==> config.mk <==
export PLATFORM = sky130hd
export DESIGN_NAME = flash_cmd_host
export DESIGN_NICKNAME = d
export VERILOG_FILES = /design/src/design/flash_host_pkg.sv /design/src/design/flash_cmd_host.sv
export SDC_FILE = /design/constraint.sdc
export NUM_CORES = 1
export LEC_CHECK = 0
export BUFFER_PORTS_ARGS = -buffer_cell sky130_fd_sc_hd__buf_2
export CAP_MARGIN = 20
export CORE_MARGIN = 5
export CORE_UTILIZATION = 40
export DETAILED_ROUTE_END_ITERATION = 16
export SYNTH_ARGS = -nofsm -noshare
export SYNTH_HDL_FRONTEND = slang
export SYNTH_SLANG_ARGS = --single-unit
==> constraint.sdc <==
create_clock -name core_clk -period 3.3 [get_ports core_clk]
set_input_delay 0.33 -clock core_clk [delete_from_list [all_inputs] [get_ports core_clk]]
set_output_delay 0.33 -clock core_clk [all_outputs]
set_load 0.1 [all_outputs]
==> src/design/flash_host_pkg.sv <==
// Constants, types and timing of the parallel flash command host
package flash_host_pkg;
	// ******************************************************************
	// Register map and status fields
	// ******************************************************************
	localparam logic [7:0] REG_CMD    = 8'h00;
	localparam logic [7:0] REG_ADDR   = 8'h04;
	localparam logic [7:0] REG_DATA   = 8'h08;
	localparam logic [7:0] REG_STATUS = 8'h0c;
	localparam int ST_BUSY    = 0;
	localparam int ST_TOGGLE  = 1;
	localparam int ST_FAIL    = 2;
	localparam int ST_BYPASS  = 3;
	localparam int ST_WINDOW  = 4;
	localparam int ST_REFUSED = 5;
	localparam int ST_RDY     = 6;
	localparam int ST_RDATA   = 8;
	localparam int ST_STARTED = 16;
	localparam int FLASH_AW   = 19;
	// ******************************************************************
	// Command bytes and addresses, byte-wide mode
	// ******************************************************************
	localparam logic [11:0] CMD_ADDR1  = 12'haaa;
	localparam logic [11:0] CMD_ADDR2  = 12'h555;
	localparam logic [7:0]  UNLOCK1    = 8'haa;
	localparam logic [7:0]  UNLOCK2    = 8'h55;
	localparam logic [7:0]  C_RESET    = 8'hf0;
	localparam logic [7:0]  C_AUTOSEL  = 8'h90;
	localparam logic [7:0]  C_PROGRAM  = 8'ha0;
	localparam logic [7:0]  C_BYPASS   = 8'h20;
	localparam logic [7:0]  C_BYP_EXIT = 8'h00;
	localparam logic [7:0]  C_ERASE    = 8'h80;
	localparam logic [7:0]  C_CHIP     = 8'h10;
	localparam logic [7:0]  C_BLOCK    = 8'h30;
	localparam logic [7:0]  C_SUSPEND  = 8'hb0;
	localparam logic [7:0]  C_RESUME   = 8'h30;
	// ******************************************************************
	// Timing
	// ******************************************************************
	localparam int CLK_NS   = 25;
	localparam int WP_NS    = 45;
	localparam int WPH_NS   = 30;
	localparam int ACC_NS   = 70;
	localparam int WIN_US   = 50;
	localparam int SYNC_CYC = 4;
	localparam int WP_CYC   = (WP_NS + CLK_NS - 1) / CLK_NS;
	localparam int WPH_CYC  = (WPH_NS + CLK_NS - 1) / CLK_NS;
	localparam int RD_CYC   = (ACC_NS + CLK_NS - 1) / CLK_NS + SYNC_CYC;
	localparam int WIN_CYC  = (WIN_US * 1000) / CLK_NS;
	// ******************************************************************
	// Types
	// ******************************************************************
	typedef enum logic [3:0] {
		OP_RESET1, OP_RESET3, OP_AUTOSEL, OP_PROGRAM, OP_BYPASS,
		OP_BYP_PROG, OP_BYP_EXIT, OP_CHIP, OP_BLOCK, OP_BLOCK_ADD,
		OP_SUSPEND, OP_RESUME, OP_READ, OP_POLL
	} op_t;
	typedef enum logic [2:0] {
		S_IDLE     = 3'b000,
		S_WR_SETUP = 3'b001,
		S_WR_PULSE = 3'b011,
		S_WR_HOLD  = 3'b010,
		S_WR_GAP   = 3'b110,
		S_RD_WAIT  = 3'b111,
		S_RD_DONE  = 3'b101
	} seq_state_t;
	typedef struct packed {
		logic                cyc;
		logic                stb;
		logic                we;
		logic [3:0]          sel;
		logic [7:0]          adr;
		logic [31:0]         dat;
	} wb_req_t;
	typedef struct packed {
		logic [FLASH_AW-1:0] addr;
		logic [7:0]          dqOut;
		logic                dqOeN;
		logic                ceN;
		logic                weN;
		logic                oeN;
	} flash_pins_t;
	typedef struct packed {
		logic [FLASH_AW-1:0] addr;
		logic [7:0]          data;
		logic                last;
	} step_t;
	typedef struct packed {
		seq_state_t          state;
		op_t                 op;
		logic [2:0]          step;
		logic [2:0]          cnt;
		logic [FLASH_AW-1:0] target;
		logic [7:0]          wdata;
		logic [7:0]          rdata;
		logic [7:0]          prevRd;
		flash_pins_t         pins;
		logic                toggled;
		logic                failSeen;
		logic                bypass;
		logic                refused;
		logic [11:0]         winCnt;
		logic [7:0]          dqS1;
		logic [7:0]          dqS2;
		logic [7:0]          dqS3;
		logic [7:0]          dqStable;
		logic [2:0]          rbSync;
		logic                rbStable;
		logic                ack;
		logic [31:0]         wbDat;
	} ctrl_state_t;
	localparam ctrl_state_t ST_RESET = '{
		state: S_IDLE, op: OP_READ,
		pins: '{addr: '0, dqOut: 8'h00, dqOeN: 1'b1, ceN: 1'b1,
			weN: 1'b1, oeN: 1'b1},
		rbSync: 3'h7, rbStable: 1'b1, default: '0};
endpackage

==> src/design/flash_cmd_host.sv <==
// Wishbone-driven host that issues flash command sequences and polls status
//
// Behaviour
// - Auto select is AA@AAA, 55@555, 90@AAA; short reset ends F0 anywhere.
// - Program is unlock pair, A0@AAA, then data at its target.
// - Unlock bypass entry is unlock pair then 20@AAA.
// - Bypass program is A0 anywhere, then data at the target.
// - Bypass exit is 90 then 00, both anywhere.
// - Chip erase: pair, 80@AAA, pair, 10@AAA; erasing starts after.
// - Block erase ends 30 inside the block; repeats add blocks.
// - Suspend is B0 anywhere; resume is 30 anywhere.
// - Fail flag set when a poll sees DQ6 toggle with DQ5 high; host must reset before anything else.
// - Each added block follows the previous within 50 us.
`timescale 1ns/10ps
`default_nettype none
module flash_cmd_host
	import flash_host_pkg::*;
#(
	parameter int WIN_CYCLES = WIN_CYC
)
(
	// Clock and reset
	input  wire logic        core_clk,
	input  wire logic        rst_n,
	// Wishbone slave
	input  wire wb_req_t     wbReq,
	output logic [31:0]      wbDatO,
	output logic             wbAck,
	// Flash pins
	output flash_pins_t      flashPins,
	input  wire logic [7:0]  flashDqIn,
	input  wire logic        readyBusyIn
);
	initial begin
		if (WIN_CYCLES < 1 || WIN_CYCLES > 4095)
			$error("WIN_CYCLES out of range");
	end

	// ******************************************************************
	// Command sequence table
	// ******************************************************************
	function automatic step_t seqStep(input op_t op, input logic [2:0] idx,
		input logic [FLASH_AW-1:0] tgt, input logic [7:0] wd);
		step_t s;
		s.addr = {7'h00, CMD_ADDR1};
		s.data = UNLOCK1;
		s.last = 1'b0;
		if (idx == 3'd1 || idx == 3'd4)
		begin
			s.addr = {7'h00, CMD_ADDR2};
			s.data = UNLOCK2;
		end
		case (op)
			OP_RESET1:    s = '{addr: '0, data: C_RESET, last: 1'b1};
			OP_RESET3:
				if (idx == 3'd2)
					s = '{addr: '0, data: C_RESET, last: 1'b1};
			OP_AUTOSEL:
				if (idx == 3'd2)
				begin
					s.data = C_AUTOSEL;
					s.last = 1'b1;
				end
			OP_PROGRAM:
				if (idx == 3'd2)
					s.data = C_PROGRAM;
				else if (idx == 3'd3)
					s = '{addr: tgt, data: wd, last: 1'b1};
			OP_BYPASS:
				if (idx == 3'd2)
				begin
					s.data = C_BYPASS;
					s.last = 1'b1;
				end
			OP_BYP_PROG:
				if (idx == 3'd0)
					s = '{addr: '0, data: C_PROGRAM, last: 1'b0};
				else
					s = '{addr: tgt, data: wd, last: 1'b1};
			OP_BYP_EXIT:
				if (idx == 3'd0)
					s = '{addr: '0, data: C_AUTOSEL, last: 1'b0};
				else
					s = '{addr: '0, data: C_BYP_EXIT, last: 1'b1};
			OP_CHIP:
				if (idx == 3'd2)
					s.data = C_ERASE;
				else if (idx == 3'd5)
				begin
					s.data = C_CHIP;
					s.last = 1'b1;
				end
			OP_BLOCK:
				if (idx == 3'd2)
					s.data = C_ERASE;
				else if (idx == 3'd5)
					s = '{addr: tgt, data: C_BLOCK, last: 1'b1};
			OP_BLOCK_ADD: s = '{addr: tgt, data: C_BLOCK, last: 1'b1};
			OP_SUSPEND:   s = '{addr: '0, data: C_SUSPEND, last: 1'b1};
			OP_RESUME:    s = '{addr: '0, data: C_RESUME, last: 1'b1};
			default:      s.last = 1'b1;
		endcase
		return s;
	endfunction

	ctrl_state_t st_q;
	ctrl_state_t st_d;
	step_t       curStep;
	logic        busReq;
	logic        cmdWrite;
	logic        legal;
	logic        accept;
	logic        isReset;
	logic [7:0]  b;
	op_t         newOp;

	assign busReq   = wbReq.cyc && wbReq.stb && !st_q.ack;
	assign cmdWrite = busReq && wbReq.we && wbReq.adr == REG_CMD
		&& wbReq.sel[0];
	assign newOp    = op_t'(wbReq.dat[3:0]);
	assign isReset  = newOp == OP_RESET1 || newOp == OP_RESET3;
	assign curStep  = seqStep(st_q.op, st_q.step, st_q.target, st_q.wdata);
	assign legal    = wbReq.dat[3:0] <= 4'(OP_POLL)
		&& !(st_q.failSeen && !isReset)
		&& !(newOp == OP_BYP_PROG && !st_q.bypass)
		&& !(newOp == OP_BLOCK_ADD && st_q.winCnt == 12'h000);
	assign accept   = cmdWrite && st_q.state == S_IDLE && legal;

	// ******************************************************************
	// Next state
	// ******************************************************************
	always_comb
	begin
		b = 8'h00;
		st_d = st_q;
		// Pin inputs: three flops, change taken when last two agree
		st_d.dqS1 = flashDqIn;
		st_d.dqS2 = st_q.dqS1;
		st_d.dqS3 = st_q.dqS2;
		if (st_q.dqS2 == st_q.dqS3)
			st_d.dqStable = st_q.dqS3;
		st_d.rbSync = {st_q.rbSync[1:0], readyBusyIn};
		if (st_q.rbSync[1] == st_q.rbSync[2])
			st_d.rbStable = st_q.rbSync[2];
		if (st_q.winCnt != 12'h000)
			st_d.winCnt = st_q.winCnt - 12'h001;
		// Register bus
		st_d.ack = busReq;
		st_d.wbDat = 32'h0000_0000;
		if (busReq && !wbReq.we)
			case (wbReq.adr)
				REG_ADDR:   st_d.wbDat = 32'(st_q.target);
				REG_DATA:   st_d.wbDat = {24'h000000, st_q.wdata};
				REG_STATUS:
				begin
					st_d.wbDat[ST_BUSY]    = st_q.state != S_IDLE;
					st_d.wbDat[ST_TOGGLE]  = st_q.toggled;
					st_d.wbDat[ST_FAIL]    = st_q.failSeen;
					st_d.wbDat[ST_BYPASS]  = st_q.bypass;
					st_d.wbDat[ST_WINDOW]  = st_q.winCnt != 12'h000;
					st_d.wbDat[ST_REFUSED] = st_q.refused;
					st_d.wbDat[ST_RDY]     = st_q.rbStable;
					st_d.wbDat[ST_RDATA+:8] = st_q.rdata;
					st_d.wbDat[ST_STARTED] = st_q.rdata[3];
				end
				default:    st_d.wbDat = 32'h0000_0000;
			endcase
		if (busReq && wbReq.we && st_q.state == S_IDLE)
		begin
			if (wbReq.adr == REG_DATA && wbReq.sel[0])
				st_d.wdata = wbReq.dat[7:0];
			if (wbReq.adr == REG_ADDR)
				for (int i = 0; i < 3; i++)
					if (wbReq.sel[i])
						for (int j = 0; j < 8; j++)
							if (i * 8 + j < FLASH_AW)
								st_d.target[i*8+j] = wbReq.dat[i*8+j];
		end
		if (cmdWrite)
			st_d.refused = !accept;
		if (accept)
		begin
			st_d.op = newOp;
			st_d.step = 3'd0;
			st_d.toggled = 1'b0;
			if (newOp == OP_READ || newOp == OP_POLL)
			begin
				st_d.state = S_RD_WAIT;
				st_d.cnt = 3'(RD_CYC - 1);
				st_d.pins.addr = st_q.target;
				st_d.pins.ceN = 1'b0;
				st_d.pins.oeN = 1'b0;
			end
			else
				st_d.state = S_WR_SETUP;
		end
		// Pin sequencer
		case (st_q.state)
			S_IDLE: ;
			S_WR_SETUP:
			begin
				st_d.pins.addr = curStep.addr;
				st_d.pins.dqOut = curStep.data;
				st_d.pins.dqOeN = 1'b0;
				st_d.pins.ceN = 1'b0;
				st_d.pins.weN = 1'b0;
				st_d.cnt = 3'(WP_CYC - 1);
				st_d.state = S_WR_PULSE;
			end
			S_WR_PULSE:
				if (st_q.cnt == 3'd0)
				begin
					st_d.pins.weN = 1'b1;
					st_d.state = S_WR_HOLD;
				end
				else
					st_d.cnt = st_q.cnt - 3'd1;
			S_WR_HOLD:
			begin
				st_d.pins.ceN = 1'b1;
				st_d.pins.dqOeN = 1'b1;
				st_d.cnt = 3'(WPH_CYC - 1);
				st_d.state = S_WR_GAP;
			end
			S_WR_GAP:
				if (st_q.cnt != 3'd0)
					st_d.cnt = st_q.cnt - 3'd1;
				else if (!curStep.last)
				begin
					st_d.step = st_q.step + 3'd1;
					st_d.state = S_WR_SETUP;
				end
				else
				begin
					st_d.state = S_IDLE;
					if (st_q.op == OP_BLOCK || st_q.op == OP_BLOCK_ADD)
						st_d.winCnt = 12'(WIN_CYCLES);
					if (st_q.op == OP_SUSPEND || st_q.op == OP_CHIP)
						st_d.winCnt = 12'h000;
					if (st_q.op == OP_RESET1 || st_q.op == OP_RESET3)
						st_d.failSeen = 1'b0;
					if (st_q.op == OP_BYPASS)
						st_d.bypass = 1'b1;
					if (st_q.op == OP_BYP_EXIT)
						st_d.bypass = 1'b0;
				end
			S_RD_WAIT:
				if (st_q.cnt == 3'd0)
				begin
					st_d.rdata = st_q.dqStable;
					st_d.pins.ceN = 1'b1;
					st_d.pins.oeN = 1'b1;
					st_d.state = S_RD_DONE;
				end
				else
					st_d.cnt = st_q.cnt - 3'd1;
			S_RD_DONE:
				if (st_q.op == OP_POLL && st_q.step == 3'd0)
				begin
					st_d.prevRd = st_q.rdata;
					st_d.step = 3'd1;
					st_d.cnt = 3'(RD_CYC - 1);
					st_d.pins.ceN = 1'b0;
					st_d.pins.oeN = 1'b0;
					st_d.state = S_RD_WAIT;
				end
				else
				begin
					b = st_q.rdata ^ st_q.prevRd;
					st_d.toggled = st_q.op == OP_POLL && b[6];
					if (st_q.op == OP_POLL && b[6] && st_q.rdata[5])
						st_d.failSeen = 1'b1;
					st_d.state = S_IDLE;
				end
			default: st_d = ST_RESET;
		endcase
	end

	always_ff @(posedge core_clk)
	begin
		if (!rst_n)
			st_q <= ST_RESET;
		else
			st_q <= st_d;
	end

	assign wbDatO    = st_q.wbDat;
	assign wbAck     = st_q.ack;
	assign flashPins = st_q.pins;

	logic weFall;
	logic prefixed;
	// First cycle of the write pulse, counter still at its load value
	assign weFall   = st_q.state == S_WR_PULSE
		&& st_q.cnt == 3'(WP_CYC - 1);
	assign prefixed = st_q.op inside {OP_RESET3, OP_AUTOSEL, OP_PROGRAM,
		OP_BYPASS, OP_CHIP, OP_BLOCK};
endmodule
`default_nettype wire

==> results.ini <==
[status]
status=finished, final reports clean

[floorplanning]
die-height_um=147.3
start_util_pct=40.47
die_w_um=147.3
core_sq_mm=0.01864
placementRows=50
io_pins=122
dieArea_sq_mm=0.02171

[cts]
cts_setup_buffers=0
cts_made_buffers=17
clkLatencyLatePin_ps=420
clock_sinks=152
cts_max_level=4
cts_tree=done
clk_path_buf_depth=2
post_cts_resized=0
clockRootBuffer=clkbuf_16
cts_hold_buf=0
clk_pin_slew_worst_paths_ps=60

[worst_setup_path]
worstSetupPathType=reg2reg
cp-start-kind=flip-flop
worstPathCellList=nor3_4 -> nand4_2 -> or4_1 -> and2_2 -> o211ai_1 -> o211ai_1
slowest_delay_ps=780
cp.arrival_ps=2950
crit_path_start=st_q[171]
crit_path_top_delay_cell=or4_1
worstPathRequired_ps=3600
critPathMostFrequentCell=o211ai_1
critPathMaxFanout=21
timing.rr.start=st_q[171]
end_kind=flip-flop

[finish]
fin_nets=994
most-common-layout-cells=152 x dfxtp_1, 101 x nand2_1, 94 x buf_2
syn_to_final_growth_pct=11.39
drive_above_1_share_pct=18.49
antenna_cells=0
final_common_cell=dfxtp_1
fill_cells=1824
utilization_pct=45.08

[route]
first_pass_iters=5
vias=6291
drc=0
avgViaCountPerCell=5.354
drtIter0Drc=495
routedWlPerCell_um=16.39
routed_wl_mm=19.26
postRouteAntennaNets=0

[hold_path]
min-delay-start=readyBusyIn
hold_class=in2reg

[logic_synthesis]
synthCells=894
ys_async_sr_fraction_pct=0
synth_seq_cells=152
avgSynthCellArea_sq_um=8.439
synth_warnings=0
synth-seq-area-share_pct=40.33
synthFlopType=dfxtp_1
ys_types=77
synthesis.area_sq_mm=0.007545
synth_edf_count=0

[timing]
min_period_over_period_pct=80.26
rsz0062_at_grt=false
hold_violations=0
layout_min_cycle_time_ps=2649
slew_viol_final=0
clock_skew_ps=8.765
clock.fmax_ghz=0.3776
setup_viol=0
tns_ps=0
worst_slew_pin_slew_ps=814.2
holdWs_ps=90.62
timing.slew.headroom_pct=45.24

[global_routing]
grt_max_degree=32
grt_antenna_before_repair=0
grt_overflow=0
grt_usage_pct=17.78
grt_pass1_vias=5933
grt_pass1_wl_mm=31.44

[pwr]
ir_drop_mv=0.3547
totalPowerFinal_w=0.004052
leakage_nw=3.458
power_density_mw_per_mm2=482.1

[placement]
gp_congestion=0.9202
io_buffers=94
hpwl_mm=14.18

[run]
drv_cap=0

[power breakdown]
part	switching, W	internal, W
logic	0.000170	0.0000732
registers	0.00000813	0.00185
clock network	0.000819	0.00113
[sequential cells by signal, summed over array words and instances (netlist names)]
signal and count:
flashPins 31, wbDatO 19, wbAck 1, st_q 101
[area by class of cell]
class | instances | area [sq um] | share of cell area [%]
Clock buffer | 17 | 425.4 | 5.062
Clock inverter | 15 | 163.9 | 1.950
Inverter | 16 | 60.06 | 0.7146
Multi-Input combinational cell | 628 | 3806 | 45.29
Sequential cell | 152 | 3043 | 36.21
Tap cell | 234 | 292.8 | 3.484
Timing Repair Buffer | 113 | 613.1 | 7.295
[routing by layer]
| metal | part of all wire [%] | vias up | global-route usage [%] |
|---|---|---|---|
| met5 | 0 | - | 0 |
| met2 | 44 | 239 | 27.26 |
| met4 | 1.9 | 0 | 5.312 |
| met1 | 48 | 2908 | 25.10 |
| li1 | - | 3113 | - |
| met3 | 6.2 | 31 | 3.917 |
[synth_stat cells, drive strengths merged (7+ instances only)]
cell,n,share of area (%)
a211oi,8,0.80
a21boi,12,1.2
a21oi,74,4.9
a22o,9,1.0
and2,36,3.0
buf,81,7.7
clkbuf,29,1.5
dfxtp,152,40
ha,8,1.3
inv,16,0.80
mux2i,33,4.4
nand2,101,5.0
nand2b,19,1.6
nand3,18,1.2
nor2,83,4.2
nor2b,13,1.1
nor3,19,1.6
nor4,8,0.86
o21ai,47,3.7
o22ai,7,0.58
o31ai,7,0.70
xnor2,9,1.0
xor2,10,1.2
[worst paths after layout]
path                            slack (ps)  depth (start not counted)         to
worst min register to register         400                          1   st_q[35]
worst max-delay path                   650                          6  st_q[162]
worst min-delay path                    90                          2   st_q[34]
worst max register to register         650                          6  st_q[162]
[critical path, delay by kind of cell, from the launching register on]
kind | cells | cell delay (ps)
simple gates | 4 | 1770
flops | 1 | 540
compound gates | 2 | 210
[cell families after synthesis]
logic type,after synthesis,share of synthesized area (%)
XOR/XNOR,19,2.206
flip-flops,152,40.33
AND/OR/NAND/NOR,334,22.49
buffers and inverters,126,9.917
other,1,0.04970
multiplexers,33,4.378
AO/OA/AOI/OAI,221,19.30
adder cells (fa/ha/maj),8,1.327
[per-stage QoR]
step / instances / setup slack [ps] / cell area, sq um
after CTS: 1175 / 690.2 / 8404
final: 1175 / 651.4 / 8404
after global placement: 1143 / 737.2 / 7815
after global routing: 1175 / 454.4 / 8404
after floorplan: 906 / 939.5 / 7590
after detailed placement: 1143 / 678.5 / 7815
Note: power is estimated with default switching activity, not from simulation.
